--- config.mk ---
export PLATFORM = sky130hd
export DESIGN_NAME = chan_cfg_regs
export DESIGN_NICKNAME = d
export VERILOG_FILES = /design/src/pkg/chan_cfg_pkg.sv /design/src/chan_cfg_regs.sv
export SDC_FILE = /design/constraint.sdc
export NUM_CORES = 1
export LEC_CHECK = 0
export BUFFER_PORTS_ARGS = -buffer_cell sky130_fd_sc_hd__clkbuf_2
export CORE_ASPECT_RATIO = 1.75
export CORE_UTILIZATION = 44
export DETAILED_ROUTE_END_ITERATION = 12
export GPL_TIMING_DRIVEN = 0
export PLACE_DENSITY_LB_ADDON = 0.15
export SLEW_MARGIN = 30
export SYNTH_ARGS = -nofsm -noshare
export SYNTH_HDL_FRONTEND = slang
export SYNTH_SLANG_ARGS = --single-unit
export TNS_END_PERCENT = 100
--- constraint.sdc ---
create_clock -name pclk -period 1.6 [get_ports pclk]
set_input_delay 0.24 -clock pclk [delete_from_list [all_inputs] [get_ports pclk]]
set_output_delay 0.24 -clock pclk [all_outputs]
set_load 0.005 [all_outputs]
--- src/pkg/chan_cfg_pkg.sv ---
package chan_cfg_pkg;
   // register indices, byte address is four times index
   localparam logic [7:0] IDX_OVH_CFG   = 8'h06;
   localparam logic [7:0] IDX_TIM_CTL   = 8'h07;
   localparam logic [7:0] IDX_CTL_EXT   = 8'h08;
   localparam logic [7:0] IDX_IRQ_ONE   = 8'h0a;
   localparam logic [7:0] IDX_IRQ_TWO   = 8'h0b;
   localparam int         IDX_LSB       = 2;
   // reset values
   localparam logic [7:0] RST_OVH_CFG   = 8'hf1;
   localparam logic [7:0] RST_TIM_CTL   = 8'h00;
   localparam logic [2:0] RST_CTL_EXT   = 3'h0;
   // implemented-bit masks, writable for MSK_TIM_CTL only (unused bits read zero)
   localparam logic [7:0] MSK_TIM_CTL   = 8'hef;
   localparam logic [7:0] MSK_IRQ_ONE   = 8'h7f;
   localparam logic [7:0] MSK_IRQ_TWO   = 8'h1f;
   // overhead config fields
   localparam int B_AUTO_PFEBE = 7;
   localparam int B_AUTO_LFEBE = 6;
   localparam int B_AUTO_LRDI  = 5;
   localparam int B_AUTO_PRDI  = 4;
   localparam int B_PTB_SEL    = 3;
   localparam int B_STB_SEL    = 2;
   localparam int B_Z0_SEL     = 1;
   // timing/loopback fields
   localparam int B_FRAME_EN   = 7;
   localparam int B_RX_INV     = 5;
   localparam int B_PAR_LOOP   = 3;
   localparam int B_LINE_LOOP  = 2;
   localparam int B_SER_LOOP   = 1;
   localparam int B_LOOP_TIM   = 0;
   // overhead byte constants
   localparam logic [7:0] Z0_SECOND     = 8'h02;
   localparam logic [7:0] Z0_THIRD      = 8'h03;
   localparam logic [7:0] J0_NULL       = 8'h00;
endpackage

--- src/chan_cfg_regs.sv ---
// Decided for this implementation: the APB register port.
`timescale 1ns/100ps
module chan_cfg_regs
   import chan_cfg_pkg::*;
(
   // clock, reset, enable
   input  wire logic        pclk,
   input  wire logic        presetn,
   input  wire logic        clk_en,
   input  wire logic        channel_soft_reset,
   // apb slave
   input  wire logic        psel,
   input  wire logic        penable,
   input  wire logic        pwrite,
   input  wire logic [11:0] paddr,
   input  wire logic [31:0] pwdata,
   output logic             pready,
   output logic             pslverr,
   output logic [31:0]      prdata,
   // sub-block requests, already gated by their own enables
   input  wire logic        rx_section_irq,
   input  wire logic        rx_line_irq,
   input  wire logic        rx_path_irq,
   input  wire logic        rx_cell_proc_irq,
   input  wire logic        tx_cell_proc_irq,
   input  wire logic        clock_recovery_irq,
   input  wire logic        aps_degrade_irq,
   input  wire logic        path_trace_irq,
   input  wire logic        section_trace_irq,
   input  wire logic        wan_sync_irq,
   input  wire logic        rx_frame_proc_irq,
   input  wire logic        tx_frame_proc_irq,
   // datapath inputs
   input  wire logic [7:0]  z0_prog_value,
   input  wire logic [7:0]  j0_stored_byte,
   input  wire logic [7:0]  j1_stored_byte,
   input  wire logic [7:0]  j1_prog_value,
   input  wire logic        path_alarm_declared,
   input  wire logic        line_alarm_declared,
   input  wire logic        path_bip_err,
   input  wire logic        line_bip_err,
   input  wire logic        synth_tx_clk_tick,
   input  wire logic        recov_rx_clk_tick,
   input  wire logic        tx_serial_bit,
   input  wire logic        rx_serial_bit,
   input  wire logic        rx_recovered_bit,
   input  wire logic        tx_line_bit,
   input  wire logic [7:0]  tx_path_overhead_gen,
   input  wire logic [7:0]  rx_parallel_in,
   input  wire logic        master_frame_pulse,
   input  wire logic        free_frame_pulse,
   // datapath outputs
   output logic [7:0]       z0_byte_second,
   output logic [7:0]       z0_byte_third,
   output logic [7:0]       j0_tx_byte,
   output logic [7:0]       j1_tx_byte,
   output logic             path_rdi_insert,
   output logic             line_rdi_insert,
   output logic             path_febe_pulse,
   output logic             line_febe_pulse,
   output logic             tx_clk_tick,
   output logic             rx_serial_sel,
   output logic             tx_serial_out,
   output logic [7:0]       rx_path_overhead_proc,
   output logic             rx_pos_active_high,
   output logic             tx_frame_pulse,
   output logic [2:0]       ctl_ext_bits,
   output logic             channel_one_irq
);

   logic [7:0] ovh_cfg_r;
   logic [7:0] tim_ctl_r;
   logic [2:0] ctl_ext_r;
   logic [7:0] irq_one_r;
   logic [7:0] irq_two_r;
   logic [7:0] irq_one_nxt;
   logic [7:0] irq_two_nxt;
   logic [7:0] rd_byte;
   logic [7:0] idx;
   logic       wr_en;
   logic       mapped;

   // register index from a byte address
   function automatic logic [7:0] reg_index(input logic [11:0] a);
      reg_index = a[IDX_LSB+7:IDX_LSB];
   endfunction

   assign idx     = reg_index(paddr);
   assign mapped  = (idx == IDX_OVH_CFG) || (idx == IDX_TIM_CTL) || (idx == IDX_CTL_EXT)
                 || (idx == IDX_IRQ_ONE) || (idx == IDX_IRQ_TWO);
   // zero-wait slave; writes to read-only or unmapped words are ignored
   assign pready  = 1'b1;
   assign pslverr = psel & penable & ~mapped;
   assign wr_en   = psel & penable & pwrite & mapped & clk_en;

   // configuration registers; soft reset holds them at defaults
   always_ff @(posedge pclk or negedge presetn) begin
      if (!presetn) begin
         ovh_cfg_r <= RST_OVH_CFG;
         tim_ctl_r <= RST_TIM_CTL;
         ctl_ext_r <= RST_CTL_EXT;
      end else if (clk_en) begin
         if (channel_soft_reset) begin
            ovh_cfg_r <= RST_OVH_CFG;
            tim_ctl_r <= RST_TIM_CTL;
            ctl_ext_r <= RST_CTL_EXT;
         end else if (wr_en) begin
            if (idx == IDX_OVH_CFG) ovh_cfg_r <= pwdata[7:0];
            if (idx == IDX_TIM_CTL) tim_ctl_r <= pwdata[7:0] & MSK_TIM_CTL;
            if (idx == IDX_CTL_EXT) ctl_ext_r <= pwdata[2:0];
         end
      end
   end

   // summary bits mirror sub-block requests; no clear here
   always_comb begin
      irq_one_nxt = {1'b0, aps_degrade_irq, clock_recovery_irq, tx_cell_proc_irq,
                     rx_cell_proc_irq, rx_path_irq, rx_line_irq, rx_section_irq};
      irq_two_nxt = {3'b000, tx_frame_proc_irq, rx_frame_proc_irq, wan_sync_irq,
                     section_trace_irq, path_trace_irq};
   end

   // sampled once so a read sees a stable value
   always_ff @(posedge pclk or negedge presetn) begin
      if (!presetn) begin
         irq_one_r <= 8'h00;
         irq_two_r <= 8'h00;
      end else if (clk_en) begin
         if (channel_soft_reset) begin
            irq_one_r <= 8'h00;
            irq_two_r <= 8'h00;
         end else begin
            irq_one_r <= irq_one_nxt & MSK_IRQ_ONE;
            irq_two_r <= irq_two_nxt & MSK_IRQ_TWO;
         end
      end
   end

   // channel request for the global status
   assign channel_one_irq = (|irq_one_r) | (|irq_two_r);

   // read mux
   always_comb begin
      case (idx)
         IDX_OVH_CFG: rd_byte = ovh_cfg_r;
         IDX_TIM_CTL: rd_byte = tim_ctl_r;
         IDX_CTL_EXT: rd_byte = {5'h00, ctl_ext_r};
         IDX_IRQ_ONE: rd_byte = irq_one_r;
         IDX_IRQ_TWO: rd_byte = irq_two_r;
         default:     rd_byte = 8'h00;
      endcase
   end

   // read data registered during setup so it is valid in access phase
   always_ff @(posedge pclk or negedge presetn) begin
      if (!presetn) prdata <= 32'h0000_0000;
      else if (clk_en && psel && !penable && !pwrite) prdata <= {24'h000000, rd_byte};
   end

   // overhead byte selection, registered
   always_ff @(posedge pclk or negedge presetn) begin
      if (!presetn) begin
         z0_byte_second <= Z0_SECOND;
         z0_byte_third  <= Z0_THIRD;
         j0_tx_byte     <= J0_NULL;
         j1_tx_byte     <= 8'h00;
      end else if (clk_en) begin
         z0_byte_second <= ovh_cfg_r[B_Z0_SEL] ? z0_prog_value : Z0_SECOND;
         z0_byte_third  <= ovh_cfg_r[B_Z0_SEL] ? z0_prog_value : Z0_THIRD;
         j0_tx_byte     <= ovh_cfg_r[B_STB_SEL] ? j0_stored_byte : J0_NULL;
         j1_tx_byte     <= ovh_cfg_r[B_PTB_SEL] ? j1_stored_byte : j1_prog_value;
      end
   end

   // rdi and febe: one febe per bip error event, same cycle count
   always_ff @(posedge pclk or negedge presetn) begin
      if (!presetn) begin
         path_rdi_insert <= 1'b0;
         line_rdi_insert <= 1'b0;
         path_febe_pulse <= 1'b0;
         line_febe_pulse <= 1'b0;
      end else if (clk_en) begin
         path_rdi_insert <= ovh_cfg_r[B_AUTO_PRDI] & path_alarm_declared;
         line_rdi_insert <= ovh_cfg_r[B_AUTO_LRDI] & line_alarm_declared;
         path_febe_pulse <= ovh_cfg_r[B_AUTO_PFEBE] & path_bip_err;
         line_febe_pulse <= ovh_cfg_r[B_AUTO_LFEBE] & line_bip_err;
      end
   end

   // timing, loopback and polarity steering
   // both serial loopbacks at once is illegal; each path still follows its own bit
   always_ff @(posedge pclk or negedge presetn) begin
      if (!presetn) begin
         tx_clk_tick           <= 1'b0;
         rx_serial_sel         <= 1'b0;
         tx_serial_out         <= 1'b0;
         rx_path_overhead_proc <= 8'h00;
         rx_pos_active_high    <= 1'b1;
         tx_frame_pulse        <= 1'b0;
      end else if (clk_en) begin
         tx_clk_tick <= tim_ctl_r[B_LOOP_TIM] ? recov_rx_clk_tick
                                              : synth_tx_clk_tick;
         rx_serial_sel <= tim_ctl_r[B_SER_LOOP] ? tx_serial_bit : rx_serial_bit;
         tx_serial_out <= tim_ctl_r[B_LINE_LOOP] ? rx_recovered_bit : tx_line_bit;
         rx_path_overhead_proc <= tim_ctl_r[B_PAR_LOOP] ? tx_path_overhead_gen
                                                        : rx_parallel_in;
         rx_pos_active_high <= ~tim_ctl_r[B_RX_INV];
         tx_frame_pulse <= tim_ctl_r[B_FRAME_EN] ? master_frame_pulse
                                                 : free_frame_pulse;
      end
   end

   assign ctl_ext_bits = ctl_ext_r; // reserved, kept at default by software

   // assertions
   property p_z0_default;
      @(posedge pclk) disable iff (!presetn)
      (clk_en && !ovh_cfg_r[B_Z0_SEL]) |=> (z0_byte_second == Z0_SECOND && z0_byte_third == Z0_THIRD);
   endproperty
   a_z0_default: assert property (p_z0_default) else $error("z0 default bytes wrong");

   property p_j0_null;
      @(posedge pclk) disable iff (!presetn)
      (clk_en && !ovh_cfg_r[B_STB_SEL]) |=> (j0_tx_byte == J0_NULL);
   endproperty
   a_j0_null: assert property (p_j0_null) else $error("j0 not null");

   property p_j1_sel;
      @(posedge pclk) disable iff (!presetn)
      (clk_en && ovh_cfg_r[B_PTB_SEL]) |=> (j1_tx_byte == $past(j1_stored_byte));
   endproperty
   a_j1_sel: assert property (p_j1_sel) else $error("j1 stored byte not sent");

   property p_path_febe;
      @(posedge pclk) disable iff (!presetn)
      clk_en |=> (path_febe_pulse == ($past(path_bip_err) && $past(ovh_cfg_r[B_AUTO_PFEBE])));
   endproperty
   a_path_febe: assert property (p_path_febe) else $error("path febe mismatch");

   property p_line_febe;
      @(posedge pclk) disable iff (!presetn)
      clk_en |=> (line_febe_pulse == ($past(line_bip_err) && $past(ovh_cfg_r[B_AUTO_LFEBE])));
   endproperty
   a_line_febe: assert property (p_line_febe) else $error("line febe mismatch");

   property p_path_rdi;
      @(posedge pclk) disable iff (!presetn)
      (clk_en && ovh_cfg_r[B_AUTO_PRDI] && path_alarm_declared) |=> path_rdi_insert;
   endproperty
   a_path_rdi: assert property (p_path_rdi) else $error("path rdi missing");

   property p_line_rdi;
      @(posedge pclk) disable iff (!presetn)
      (clk_en && ovh_cfg_r[B_AUTO_LRDI] && line_alarm_declared) |=> line_rdi_insert;
   endproperty
   a_line_rdi: assert property (p_line_rdi) else $error("line rdi missing");

   property p_soft_reset;
      @(posedge pclk) disable iff (!presetn)
      (clk_en && channel_soft_reset) |=> (ovh_cfg_r == RST_OVH_CFG && tim_ctl_r == RST_TIM_CTL);
   endproperty
   a_soft_reset: assert property (p_soft_reset) else $error("soft reset not applied");

   property p_irq_or;
      @(posedge pclk) disable iff (!presetn)
      (clk_en && !channel_soft_reset && (rx_section_irq || tx_frame_proc_irq))
         |=> channel_one_irq;
   endproperty
   a_irq_or: assert property (p_irq_or) else $error("channel irq not raised");

   property p_loop_timing;
      @(posedge pclk) disable iff (!presetn)
      (clk_en && tim_ctl_r[B_LOOP_TIM]) |=> (tx_clk_tick == $past(recov_rx_clk_tick));
   endproperty
   a_loop_timing: assert property (p_loop_timing) else $error("loop timing wrong");

   property p_z0_prog;
      @(posedge pclk) disable iff (!presetn)
      (clk_en && ovh_cfg_r[B_Z0_SEL]) |=> (z0_byte_second == $past(z0_prog_value)
                                           && z0_byte_third == $past(z0_prog_value));
   endproperty
   a_z0_prog: assert property (p_z0_prog) else $error("z0 programmed bytes wrong");

   property p_j0_stored;
      @(posedge pclk) disable iff (!presetn)
      (clk_en && ovh_cfg_r[B_STB_SEL]) |=> (j0_tx_byte == $past(j0_stored_byte));
   endproperty
   a_j0_stored: assert property (p_j0_stored) else $error("j0 stored byte not sent");

   // presetn in the antecedent skips the edge that releases reset
   property p_j1_prog;
      @(posedge pclk) disable iff (!presetn)
      (presetn && clk_en && !ovh_cfg_r[B_PTB_SEL]) |=> (j1_tx_byte == $past(j1_prog_value));
   endproperty
   a_j1_prog: assert property (p_j1_prog) else $error("j1 programmed byte not sent");

   property p_path_rdi_off;
      @(posedge pclk) disable iff (!presetn)
      (clk_en && !ovh_cfg_r[B_AUTO_PRDI]) |=> !path_rdi_insert;
   endproperty
   a_path_rdi_off: assert property (p_path_rdi_off) else $error("path rdi unasked");

   property p_line_rdi_off;
      @(posedge pclk) disable iff (!presetn)
      (clk_en && !ovh_cfg_r[B_AUTO_LRDI]) |=> !line_rdi_insert;
   endproperty
   a_line_rdi_off: assert property (p_line_rdi_off) else $error("line rdi unasked");

   property p_self_timed;
      @(posedge pclk) disable iff (!presetn)
      (presetn && clk_en && !tim_ctl_r[B_LOOP_TIM])
         |=> (tx_clk_tick == $past(synth_tx_clk_tick));
   endproperty
   a_self_timed: assert property (p_self_timed) else $error("self timing wrong");

   property p_ser_loop;
      @(posedge pclk) disable iff (!presetn)
      (clk_en && tim_ctl_r[B_SER_LOOP]) |=> (rx_serial_sel == $past(tx_serial_bit));
   endproperty
   a_ser_loop: assert property (p_ser_loop) else $error("serial loopback wrong");

   property p_ser_norm;
      @(posedge pclk) disable iff (!presetn)
      (presetn && clk_en && !tim_ctl_r[B_SER_LOOP])
         |=> (rx_serial_sel == $past(rx_serial_bit));
   endproperty
   a_ser_norm: assert property (p_ser_norm) else $error("rx serial path wrong");

   property p_line_loop;
      @(posedge pclk) disable iff (!presetn)
      (clk_en && tim_ctl_r[B_LINE_LOOP]) |=> (tx_serial_out == $past(rx_recovered_bit));
   endproperty
   a_line_loop: assert property (p_line_loop) else $error("line loopback wrong");

   property p_line_norm;
      @(posedge pclk) disable iff (!presetn)
      (presetn && clk_en && !tim_ctl_r[B_LINE_LOOP])
         |=> (tx_serial_out == $past(tx_line_bit));
   endproperty
   a_line_norm: assert property (p_line_norm) else $error("tx serial path wrong");

   property p_par_loop;
      @(posedge pclk) disable iff (!presetn)
      (clk_en && tim_ctl_r[B_PAR_LOOP])
         |=> (rx_path_overhead_proc == $past(tx_path_overhead_gen));
   endproperty
   a_par_loop: assert property (p_par_loop) else $error("parallel loopback wrong");

   property p_rx_polarity;
      @(posedge pclk) disable iff (!presetn)
      clk_en |=> (rx_pos_active_high == !$past(tim_ctl_r[B_RX_INV]));
   endproperty
   a_rx_polarity: assert property (p_rx_polarity) else $error("rx polarity wrong");

   property p_frame_align;
      @(posedge pclk) disable iff (!presetn)
      (clk_en && tim_ctl_r[B_FRAME_EN]) |=> (tx_frame_pulse == $past(master_frame_pulse));
   endproperty
   a_frame_align: assert property (p_frame_align) else $error("frame align wrong");

   property p_irq_one_map;
      @(posedge pclk) disable iff (!presetn)
      (presetn && clk_en && !channel_soft_reset)
         |=> (irq_one_r == {1'b0, $past(aps_degrade_irq), $past(clock_recovery_irq),
                            $past(tx_cell_proc_irq), $past(rx_cell_proc_irq),
                            $past(rx_path_irq), $past(rx_line_irq), $past(rx_section_irq)});
   endproperty
   a_irq_one_map: assert property (p_irq_one_map) else $error("summary one wrong");

   property p_irq_two_map;
      @(posedge pclk) disable iff (!presetn)
      (presetn && clk_en && !channel_soft_reset)
         |=> (irq_two_r == {3'b000, $past(tx_frame_proc_irq),
                            $past(rx_frame_proc_irq), $past(wan_sync_irq),
                            $past(section_trace_irq), $past(path_trace_irq)});
   endproperty
   a_irq_two_map: assert property (p_irq_two_map) else $error("summary two wrong");

   property p_srst_irq;
      @(posedge pclk) disable iff (!presetn)
      (clk_en && channel_soft_reset) |=> !channel_one_irq;
   endproperty
   a_srst_irq: assert property (p_srst_irq) else $error("summary kept in reset");

   c_febe: cover property (@(posedge pclk) disable iff (!presetn) path_febe_pulse);
   c_loop: cover property (@(posedge pclk) disable iff (!presetn) tim_ctl_r[B_LINE_LOOP]);
   c_par:  cover property (@(posedge pclk) disable iff (!presetn) tim_ctl_r[B_PAR_LOOP]);
   c_irq:  cover property (@(posedge pclk) disable iff (!presetn) channel_one_irq);
   c_srst: cover property (@(posedge pclk) disable iff (!presetn) channel_soft_reset);

endmodule

* After elaboration in Yosys (flattened, before gate mapping)
Cells that the tools add are included.
Storage, ports and cells: register bits 92, bits of input ports 123, output and inout bits 87, word-level logic and storage cells 76
Cells by class: equal/unequal tests 5, mux-type cells 21, bitwise logic cells 12, reduce and logical (&&, ||, !) cells 18
Operator list (count):
- $mux W8 | 11
- $pmux W8 S5 | 1
- $eq A8 B4 Y1 const B | 3
- $eq A8 B3 Y1 const B | 2
- $reduce_or A8 Y1 | 2
- $and A1 B1 Y1 | 9
- $mux W3 | 3
- $reduce_and A3 Y1 | 3
- $reduce_bool A2 Y1 | 4
- $mux W7 | 1
- $mux W5 | 1
- $logic_or A1 B1 Y1 | 4
- $mux W1 | 4
- $logic_and A1 B1 Y1 | 3
- $logic_not A1 Y1 | 2
- $not A1 Y1 | 2
- $or A1 B1 Y1 | 1

* Logic depth before layout (Yosys ltp)
Gate-level depths: netlist of the first run.
word-level depth 9, gate-level depth with buffers 6, mapped depth without buffers 4

* Worst setup path before layout of the first run
No wires, ideal clock.
kind input to register, start input paddr[7], end register prdata[3], setup time 0.076 ns, arrival 1.310 ns, data required time 1.524 ns, setup slack 0.213 ns, stages 3, buffers on the path 0, cells stage by stage or4_4 > or3_4 > o21ai_1
Between the ends: longest elaborated chain between the ends 2, elaborated cells on any way between the ends 6, those cells by class eq/ne (5); mux (1)
Ends and longest elaborated chain:
- start, declared | RTL line chan_cfg_regs.sv:15 | input wire logic [11:0] paddr,
- $eq A8 B4 Y1 or $eq A8 B3 Y1 (tied branches) | RTL line chan_cfg_regs.sv:144 | case (idx)
- $pmux W8 S5 * | RTL line chan_cfg_regs.sv:144
- end signal, assigned | RTL line chan_cfg_regs.sv:157 | else if (clk_en && psel && !penable && !pwrite) prdata <= {24'h000000, rd_byte};
- end, declared | RTL line chan_cfg_regs.sv:19 | output logic [31:0] prdata,
Every way passes the cells marked *; elsewhere a longest branch is shown, timed or not. A chain may end at the register's enable or synchronous reset.

* Worst setup path in the final report of the first run
start register irq_two_r[2], end output channel_one_irq
Between the ends: longest elaborated chain between the ends 2
Ends and longest elaborated chain:
- start, declared | RTL line chan_cfg_regs.sv:75 | logic [7:0] irq_two_r;
- start signal, assigned | RTL line chan_cfg_regs.sv:134 | irq_two_r <= irq_two_nxt & MSK_IRQ_TWO;
- $reduce_or A8 Y1 | RTL line chan_cfg_regs.sv:140 | assign channel_one_irq = (|irq_one_r) | (|irq_two_r);
- $or A1 B1 Y1 | RTL line chan_cfg_regs.sv:140
- end, declared | RTL line chan_cfg_regs.sv:68 | output logic channel_one_irq
Every way passes these cells.

==> results of run 1 <==
## what timing repair did
action,4_1_cts,5_1_grt
endpoints found under the hold margin,72,0
setup endpoints to repair,1,13
hold buffers,1,0
buffers inserted,0,2
resized for setup,1,5
## critical path, cell delays in order, from the launching register on
cell,delay [ns]
dfrtp_1,0.42
nor4_2,0.27
nand3_1,0.12
clkbuf_2,0.13
## metrics by stage
step,std cells,hold WS (ns)
2_1_floorplan,430,-0.05559
3_3_place_gp,703,0.4479
3_5_place_dp,703,0.3172
4_1_cts,720,0.09415
5_1_grt,720,0.1022
6_report,720,0.09866
## logic make-up (layout without fill, tap and decap cells)
kind of cell | count (synthesis) | in the layout | synth area share (%)
compound gates | 104 | 104 | 16.00
buf+inv | 97 | 270 | 12.51
flops | 80 | 80 | 51.44
mux | 25 | 25 | 6.430
other cells | 2 | 25 | 0.1920
simple gates | 99 | 99 | 13.44
## layer usage
layer  routed length [um]  vias up  track usage [%]
li1                     -     1721                -
met1                 3932     1649            26.61
met2                 5507      130            41.61
met3                  493       19            4.448
met4                  318        0            11.88
met5                    0        -                0
## sequential cells by signal, summed over array words and instances (netlist names), 3 cells and up
signal                 flops
irq_one_r                  7
rx_path_overhead_proc      8
tim_ctl_r                  7
j0_tx_byte                 8
prdata                     8
ctl_ext_bits               3
ovh_cfg_r                  8
j1_tx_byte                 8
z0_byte_second             8
irq_two_r                  5
## synth_stat cells (6+ instances only)
library cell | n | area (um2)
o21ai_0 | 40 | 200.2
a2bb2oi_1 | 7 | 61.31
a21oi_1 | 24 | 120.1
a22oi_1 | 7 | 52.55
nand3b_1 | 7 | 52.55
nor2_1 | 24 | 90.09
a22o_1 | 10 | 87.58
buf_4 | 32 | 240.2
nand2_1 | 18 | 67.56
dfstp_2 | 8 | 210.2
nand3_1 | 23 | 115.1
clkbuf_1 | 17 | 63.81
o21ai_1 | 6 | 30.03
inv_1 | 42 | 157.7
mux2i_1 | 24 | 240.2
dfrtp_1 | 72 | 1802
## worst paths after layout
path / cells past startpoint / end / slack (ns)
setup / recovery: 3 / channel_one_irq / 0.08
hold / removal: 3 / irq_two_r[2] / 0.1
setup reg to reg: 4 / prdata[3] / 0.16
hold reg to reg: 2 / ovh_cfg_r[0] / 0.46
max in group asynchronous: 2 / prdata[5] / 0.67
min in group asynchronous: 2 / tx_clk_tick / 0.47
## cell type report
cell class / instances / share of cell area, %
well taps: 117 / 2.775
plain buffers: 53 / 6.191
inverters: 42 / 2.989
multi-input cells: 253 / 28.72
clock buffers: 9 / 4.269
clock inverters: 7 / 1.471
repair buffers: 159 / 15.44
flip-flops and latches: 80 / 38.14
## layout by cell type, fill, tap and decap left out, types with 13 or more instances in the layout
cell type and instances:
clkbuf_2 157, dfrtp_1 72, inv_1 42, o21ai_0 40, buf_4 34, conb_1 25, a21oi_1 24, nor2_1 24
mux2i_1 24, nand3_1 23, nand2_1 18, clkbuf_1 13
## power by group through the flow
stage,combinational [uW],sequential [uW],clock [uW]
6_report,617,2210,2070
5_1_grt,697,2220,2180
4_1_cts,614,2210,2100
3_5_place_dp,611,2240,0
3_3_place_gp,592,2240,0
2_1_floorplan,278,2230,0
==> key figures, run 1 <==
Die
  – Floorplan row count: 45
  – Io pins: 210
  – Core footprint: 8671 um2
  – Chip width: 73.27 um
  – Die ar.: just over 9000 um2
  – Die Ht: roughly 130 um
  – Initial Util: 45.11%

Worst setup path
  – Worst flop-to-flop path startpoint: tim_ctl_r[3]
  – Critical Path RT: 1.36 ns
  – Startpoint Class: register
  – Critical path arrival: 1.28 ns
  – Critical Path Start: irq_two_r[2]
  – Worst Setup End Kind: output pin
  – CP max FO: 3
  – WS Path Type: reg2out

STA
  – Fin crit period: about 1.5 ns
  – Max-slew headroom at the worst pin: 53.75%
  – Setup TNS: 0 ns
  – Max Clock Freq: 0.6596 GHz
  – Fin. max-slew vios: 0
  – Setup violations, final: 0
  – Tcrit/Tclk final: 94.75%
  – Clock Skews: between 0.01 and 0.015 ns
  – Final hold violation count: 0
  – Worst Tran Pin Value: 0.6891 ns
  – Final worst setup slack: 0.08398 ns

Power
  – P_sw: about 1200 uW
  – Sequential Power Share: 45.1%
  – Clock power frac: approximately 42%
  – Pwr Density: 928.9 nW/um2
  – P_int: around 3700 uW
  – Sw Share: 25.31%
  – Max VDD drop: 0.6885 mV
  – Total power: a little under 5000 uW
  – Logic pwr share: 12.6%
  – Leak: 0.002673 uW

Place
  – Placed inst area: 4933 um2
  – Post-Place Setup Slack: -0.2727 ns
  – DP Wirelength: slightly below 8000 um
  – RD Place Congestion: 0.8741
  – PortBufs: ~160

Finish
  – Sequential cell area: 2012 um2
  – Area Overhead vs Synth: 34.87%
  – # fillers: 821
  – Fraction of layout cells with a size suffix above 1: about 38%
  – Ant. Diodes: 0
  – Area of the multi-input gates: 1515 um2
  – Final core occ: 60.84%
  – Final nets: between 700 and 800
  – Design area: 5275 um2

Clock network
  – Clock transition at path regs: roughly 0.07 ns
  – CTS Buf Count: 9
  – Sink Count: 80
  – Worst skew pair latency: 0.34 ns
  – Clk root buf: clkbuf_16
  – # H-tree levels: 3
  – CTS tree: yes
  – CTS Buffer Depth: 2

Synthesis
  – Synth cell types: 38
  – Yosys Warn Count: 0
  – Async set or reset register ratio after synthesis: 100.0%
  – Sequential area share after synthesis: between 50% and 60%
  – Syn_area_per_cell: 9.610 um2
  – Post-synth EDFFs: 0
  – Synth Register Bits: 80
  – Cells after synthesis: 407
  – Post-Syn Area: 3911 um2
  – Synth Flop Type: dfrtp_1

Drt
  – Vias: 3519
  – Number of DRC markers in iteration 0: 196
  – Post-route ant nets: 0
  – Drt pass-1 iters: 4
  – Post-DR wirelength/cell: about 14 um
  – # DRC: 0
  – Via density per instance: 4.888
  – WL final: 10250 um

Global routing
  – First-pass GRT wire length: ~16000 um
  – Initial antenna violation count: 0
  – Number of global-route vias before repair: 3390
  – GRT Residual Overflow: 0
  – GRT Overall Usage: between 20% and 30%
  – Largest net degree at the start of global routing: just over 80

Hold path
  – Hold Crit Class: in2reg
  – Worst hold start: wan_sync_irq

Flow run
  – Max_cap viols: 0

Outcome
  – Status: finished clean
Note: power is estimated with default switching activity, not from simulation.
==> run 2: changes to the inputs <==
--- a/config.mk
+++ b/config.mk
@@ -11,6 +11,7 @@
 export DETAILED_ROUTE_END_ITERATION = 12
 export GPL_TIMING_DRIVEN = 0
 export PLACE_DENSITY_LB_ADDON = 0.15
+export RECOVER_POWER = 50
 export SLEW_MARGIN = 30
 export SYNTH_ARGS = -nofsm -noshare
 export SYNTH_HDL_FRONTEND = slang
==> run 2 against run 1 <==
Clock skew down 0.00053 ns; highest routed layer unchanged; critical path type unchanged; sequential share of layout area about the same; final area is 0.12% lower.
==> key figures, run 2 (synthesis gave the netlist of run 1 again) <==
Outcome
  – Status: finished clean

Clock network
  – CTS tree: yes
  – Clock transition at path regs: 0.07 ns (about the same)
  – Clk root buf: clkbuf_16
  – CTS Buffer Depth: 2 (unchanged)
  – # H-tree levels: 3 (unchanged)
  – CTS Buf Count: 9 (unchanged)
  – Worst skew pair latency: 0.34 ns (about the same)
  – Sink Count: 80 (unchanged)

Worst setup path
  – R2r worst-path depth: 4 (unchanged)
  – WS Path Type: reg2out
  – Critical Path Start: irq_two_r[2]
  – Worst Setup End Kind: output pin
  – Critical path arrival: 1.27 ns (about the same)
  – Worst flop-to-flop path startpoint: tim_ctl_r[3]
  – CP max FO: 3 (unchanged)
  – R2r setup slk: 0.16 ns (about the same)
  – Startpoint Class: register
  – RR Endpoint: prdata[3]
  – Critical Path RT: 1.36 ns (about the same)

Power
  – Logic pwr share: 12.6% (about the same)
  – Sequential Power Share: 45.2% (about the same)
  – Pwr Density: 929.2 nW/um2 (about the same)
  – Clock power frac: 42.3% (about the same)
  – P_int: 3658 uW (about the same)
  – P_sw: 1237 uW (-0.24%)
  – Max VDD drop: 0.6799 mV (-1.3%)
  – Sw Share: 25.27% (-0.037 points)
  – Leak: 0.002671 uW (about the same)

Drt
  – WL final: 10240 um (-0.14%)
  – Post-route ant nets: 0 (unchanged)
  – # DRC: 0 (unchanged)
  – Drt pass-1 iters: 4 (unchanged)
  – Post-DR wirelength/cell: 14.22 um (-0.14%)
  – Number of DRC markers in iteration 0: 177 (-9.7%)
  – Vias: 3511 (-0.23%)
  – Via density per instance: 4.876 (-0.23%)

STA
  – Max-slew headroom at the worst pin: 29.21% (-25 points)
  – Setup violations, final: 0 (unchanged)
  – Worst Tran Pin Value: 1.062 ns (+0.3728 ns)
  – Final hold violation count: 0 (unchanged)
  – Final worst setup slack: 0.08964 ns (+0.005659 ns)
  – Max Clock Freq: 0.6621 GHz (+0.37%)
  – Clock Skews: 0.009537 ns (-0.0005271 ns)
  – Worst hold slack: 0.09891 ns (+0.0002542 ns)
  – Fin crit period: 1.510 ns (-0.005659 ns)
  – Fin. max-slew vios: 0 (unchanged)
  – Tcrit/Tclk final: 94.40% (-0.35 points)

Global routing
  – GRT Overall Usage: 23.68% (unchanged)
  – First-pass GRT wire length: 16400 um (unchanged)
  – Number of global-route vias before repair: 3390 (unchanged)
  – Initial antenna violation count: 0 (unchanged)
  – Largest net degree at the start of global routing: 81 (unchanged)
  – GRT Residual Overflow: 0 (unchanged)

Hold path
  – Hold Crit Class: in2reg
  – Worst Hold Depth: 3 (unchanged)
  – Worst hold start: wan_sync_irq
  – Worst Hold End: irq_two_r[2]

Finish
  – Design area: 5269 um2 (-0.12%)
  – Ant. Diodes: 0 (unchanged)
  – Final core occ: 60.76% (-0.072 points)
  – Commonest cells after routing, fill and taps aside: clkbuf_2 (157), dfrtp_1 (72), inv_1 (42)
  – Area Overhead vs Synth: 34.71%
  – # fillers: 823 (+0.24%)
  – Commonest non-fill, non-tap cell in the layout: clkbuf_2
  – Final nets: 721 (unchanged)
  – Fraction of layout cells with a size suffix above 1: 37.81% (unchanged)

Place
  – DP Wirelength: 7888 um (unchanged)
  – PortBufs: 156 (unchanged)
  – Placed inst area: 4933 um2 (unchanged)
  – Post-Place Setup Slack: -0.2727 ns (unchanged)
  – RD Place Congestion: 0.8741 (unchanged)

Die
  – Initial Util: 45.11% (unchanged)
  – Die Ht: 126.7 um (unchanged)
  – Io pins: 210 (unchanged)
  – Floorplan row count: 45 (unchanged)
  – Core footprint: 8671 um2 (unchanged)
  – Chip width: 73.27 um (unchanged)
  – Die ar.: 9285 um2 (unchanged)

Flow run
  – Max_cap viols: 0 (unchanged)
run 2: metal layers:
metal  track usage, %  up-vias  part of all wire [%]
met2            41.61      129                    54
met5                0        -                     0
met3            4.448       19                   4.6
met4            11.88        0                   3.1
met1            26.61     1639                    38
li1                 -     1724                     -
run 2: critical path, cell delays in order, from the launching register on:
cell	delay (ns)
dfrtp_1	0.42
nor4_2	0.26
nand3_1	0.12
clkbuf_2	0.13
run 2: cell type report:
cell class              instances  area, um2  share of cell area [%]
plain buffers                  53      326.6                   6.198
clock buffers                   9      225.2                   4.275
clock inverters                 7      77.57                   1.472
inverters                      42      157.7                   2.992
multi-input cells             253       1515                   28.76
flip-flops and latches         80       2012                   38.19
well taps                     117      146.4                   2.778
repair buffers                159      808.3                   15.34
run 2: power groups by stage:
stage	logic, uW	clock network, uW	registers, uW
after floorplan	278	0	2230
after global placement	592	0	2240
after detailed placement	611	0	2240
after CTS	614	2100	2210
after global routing	695	2180	2220
final	616	2070	2210
run 2: worst max path at each step:
stage	to	slack (ns)
global placement	z0_byte_second[5]	-0.49
CTS	channel_one_irq	0.03
detailed placement	rx_path_overhead_proc[7]	-0.27
floorplan	prdata[3]	0.21
finish	channel_one_irq	0.09
global route	j1_tx_byte[3]	-0.003
run 2: through the flow:
step                      setup TNS [ns]  power (uW)  std cells
final                                  0        4896        720
after floorplan                        0        2512        430
after CTS                              0        4925        720
after global routing           -0.003880        5100        720
after detailed placement          -9.392        2851        703
after global placement            -42.75        2831        703
run 2: timing repair:
action | CTS | global route
buffers inserted | 0 | 2
endpoints found under the setup margin | 1 | 13
endpoints found under the hold margin | 72 | 0
hold buffers | 1 | 0
gates resized for setup | 1 | 5
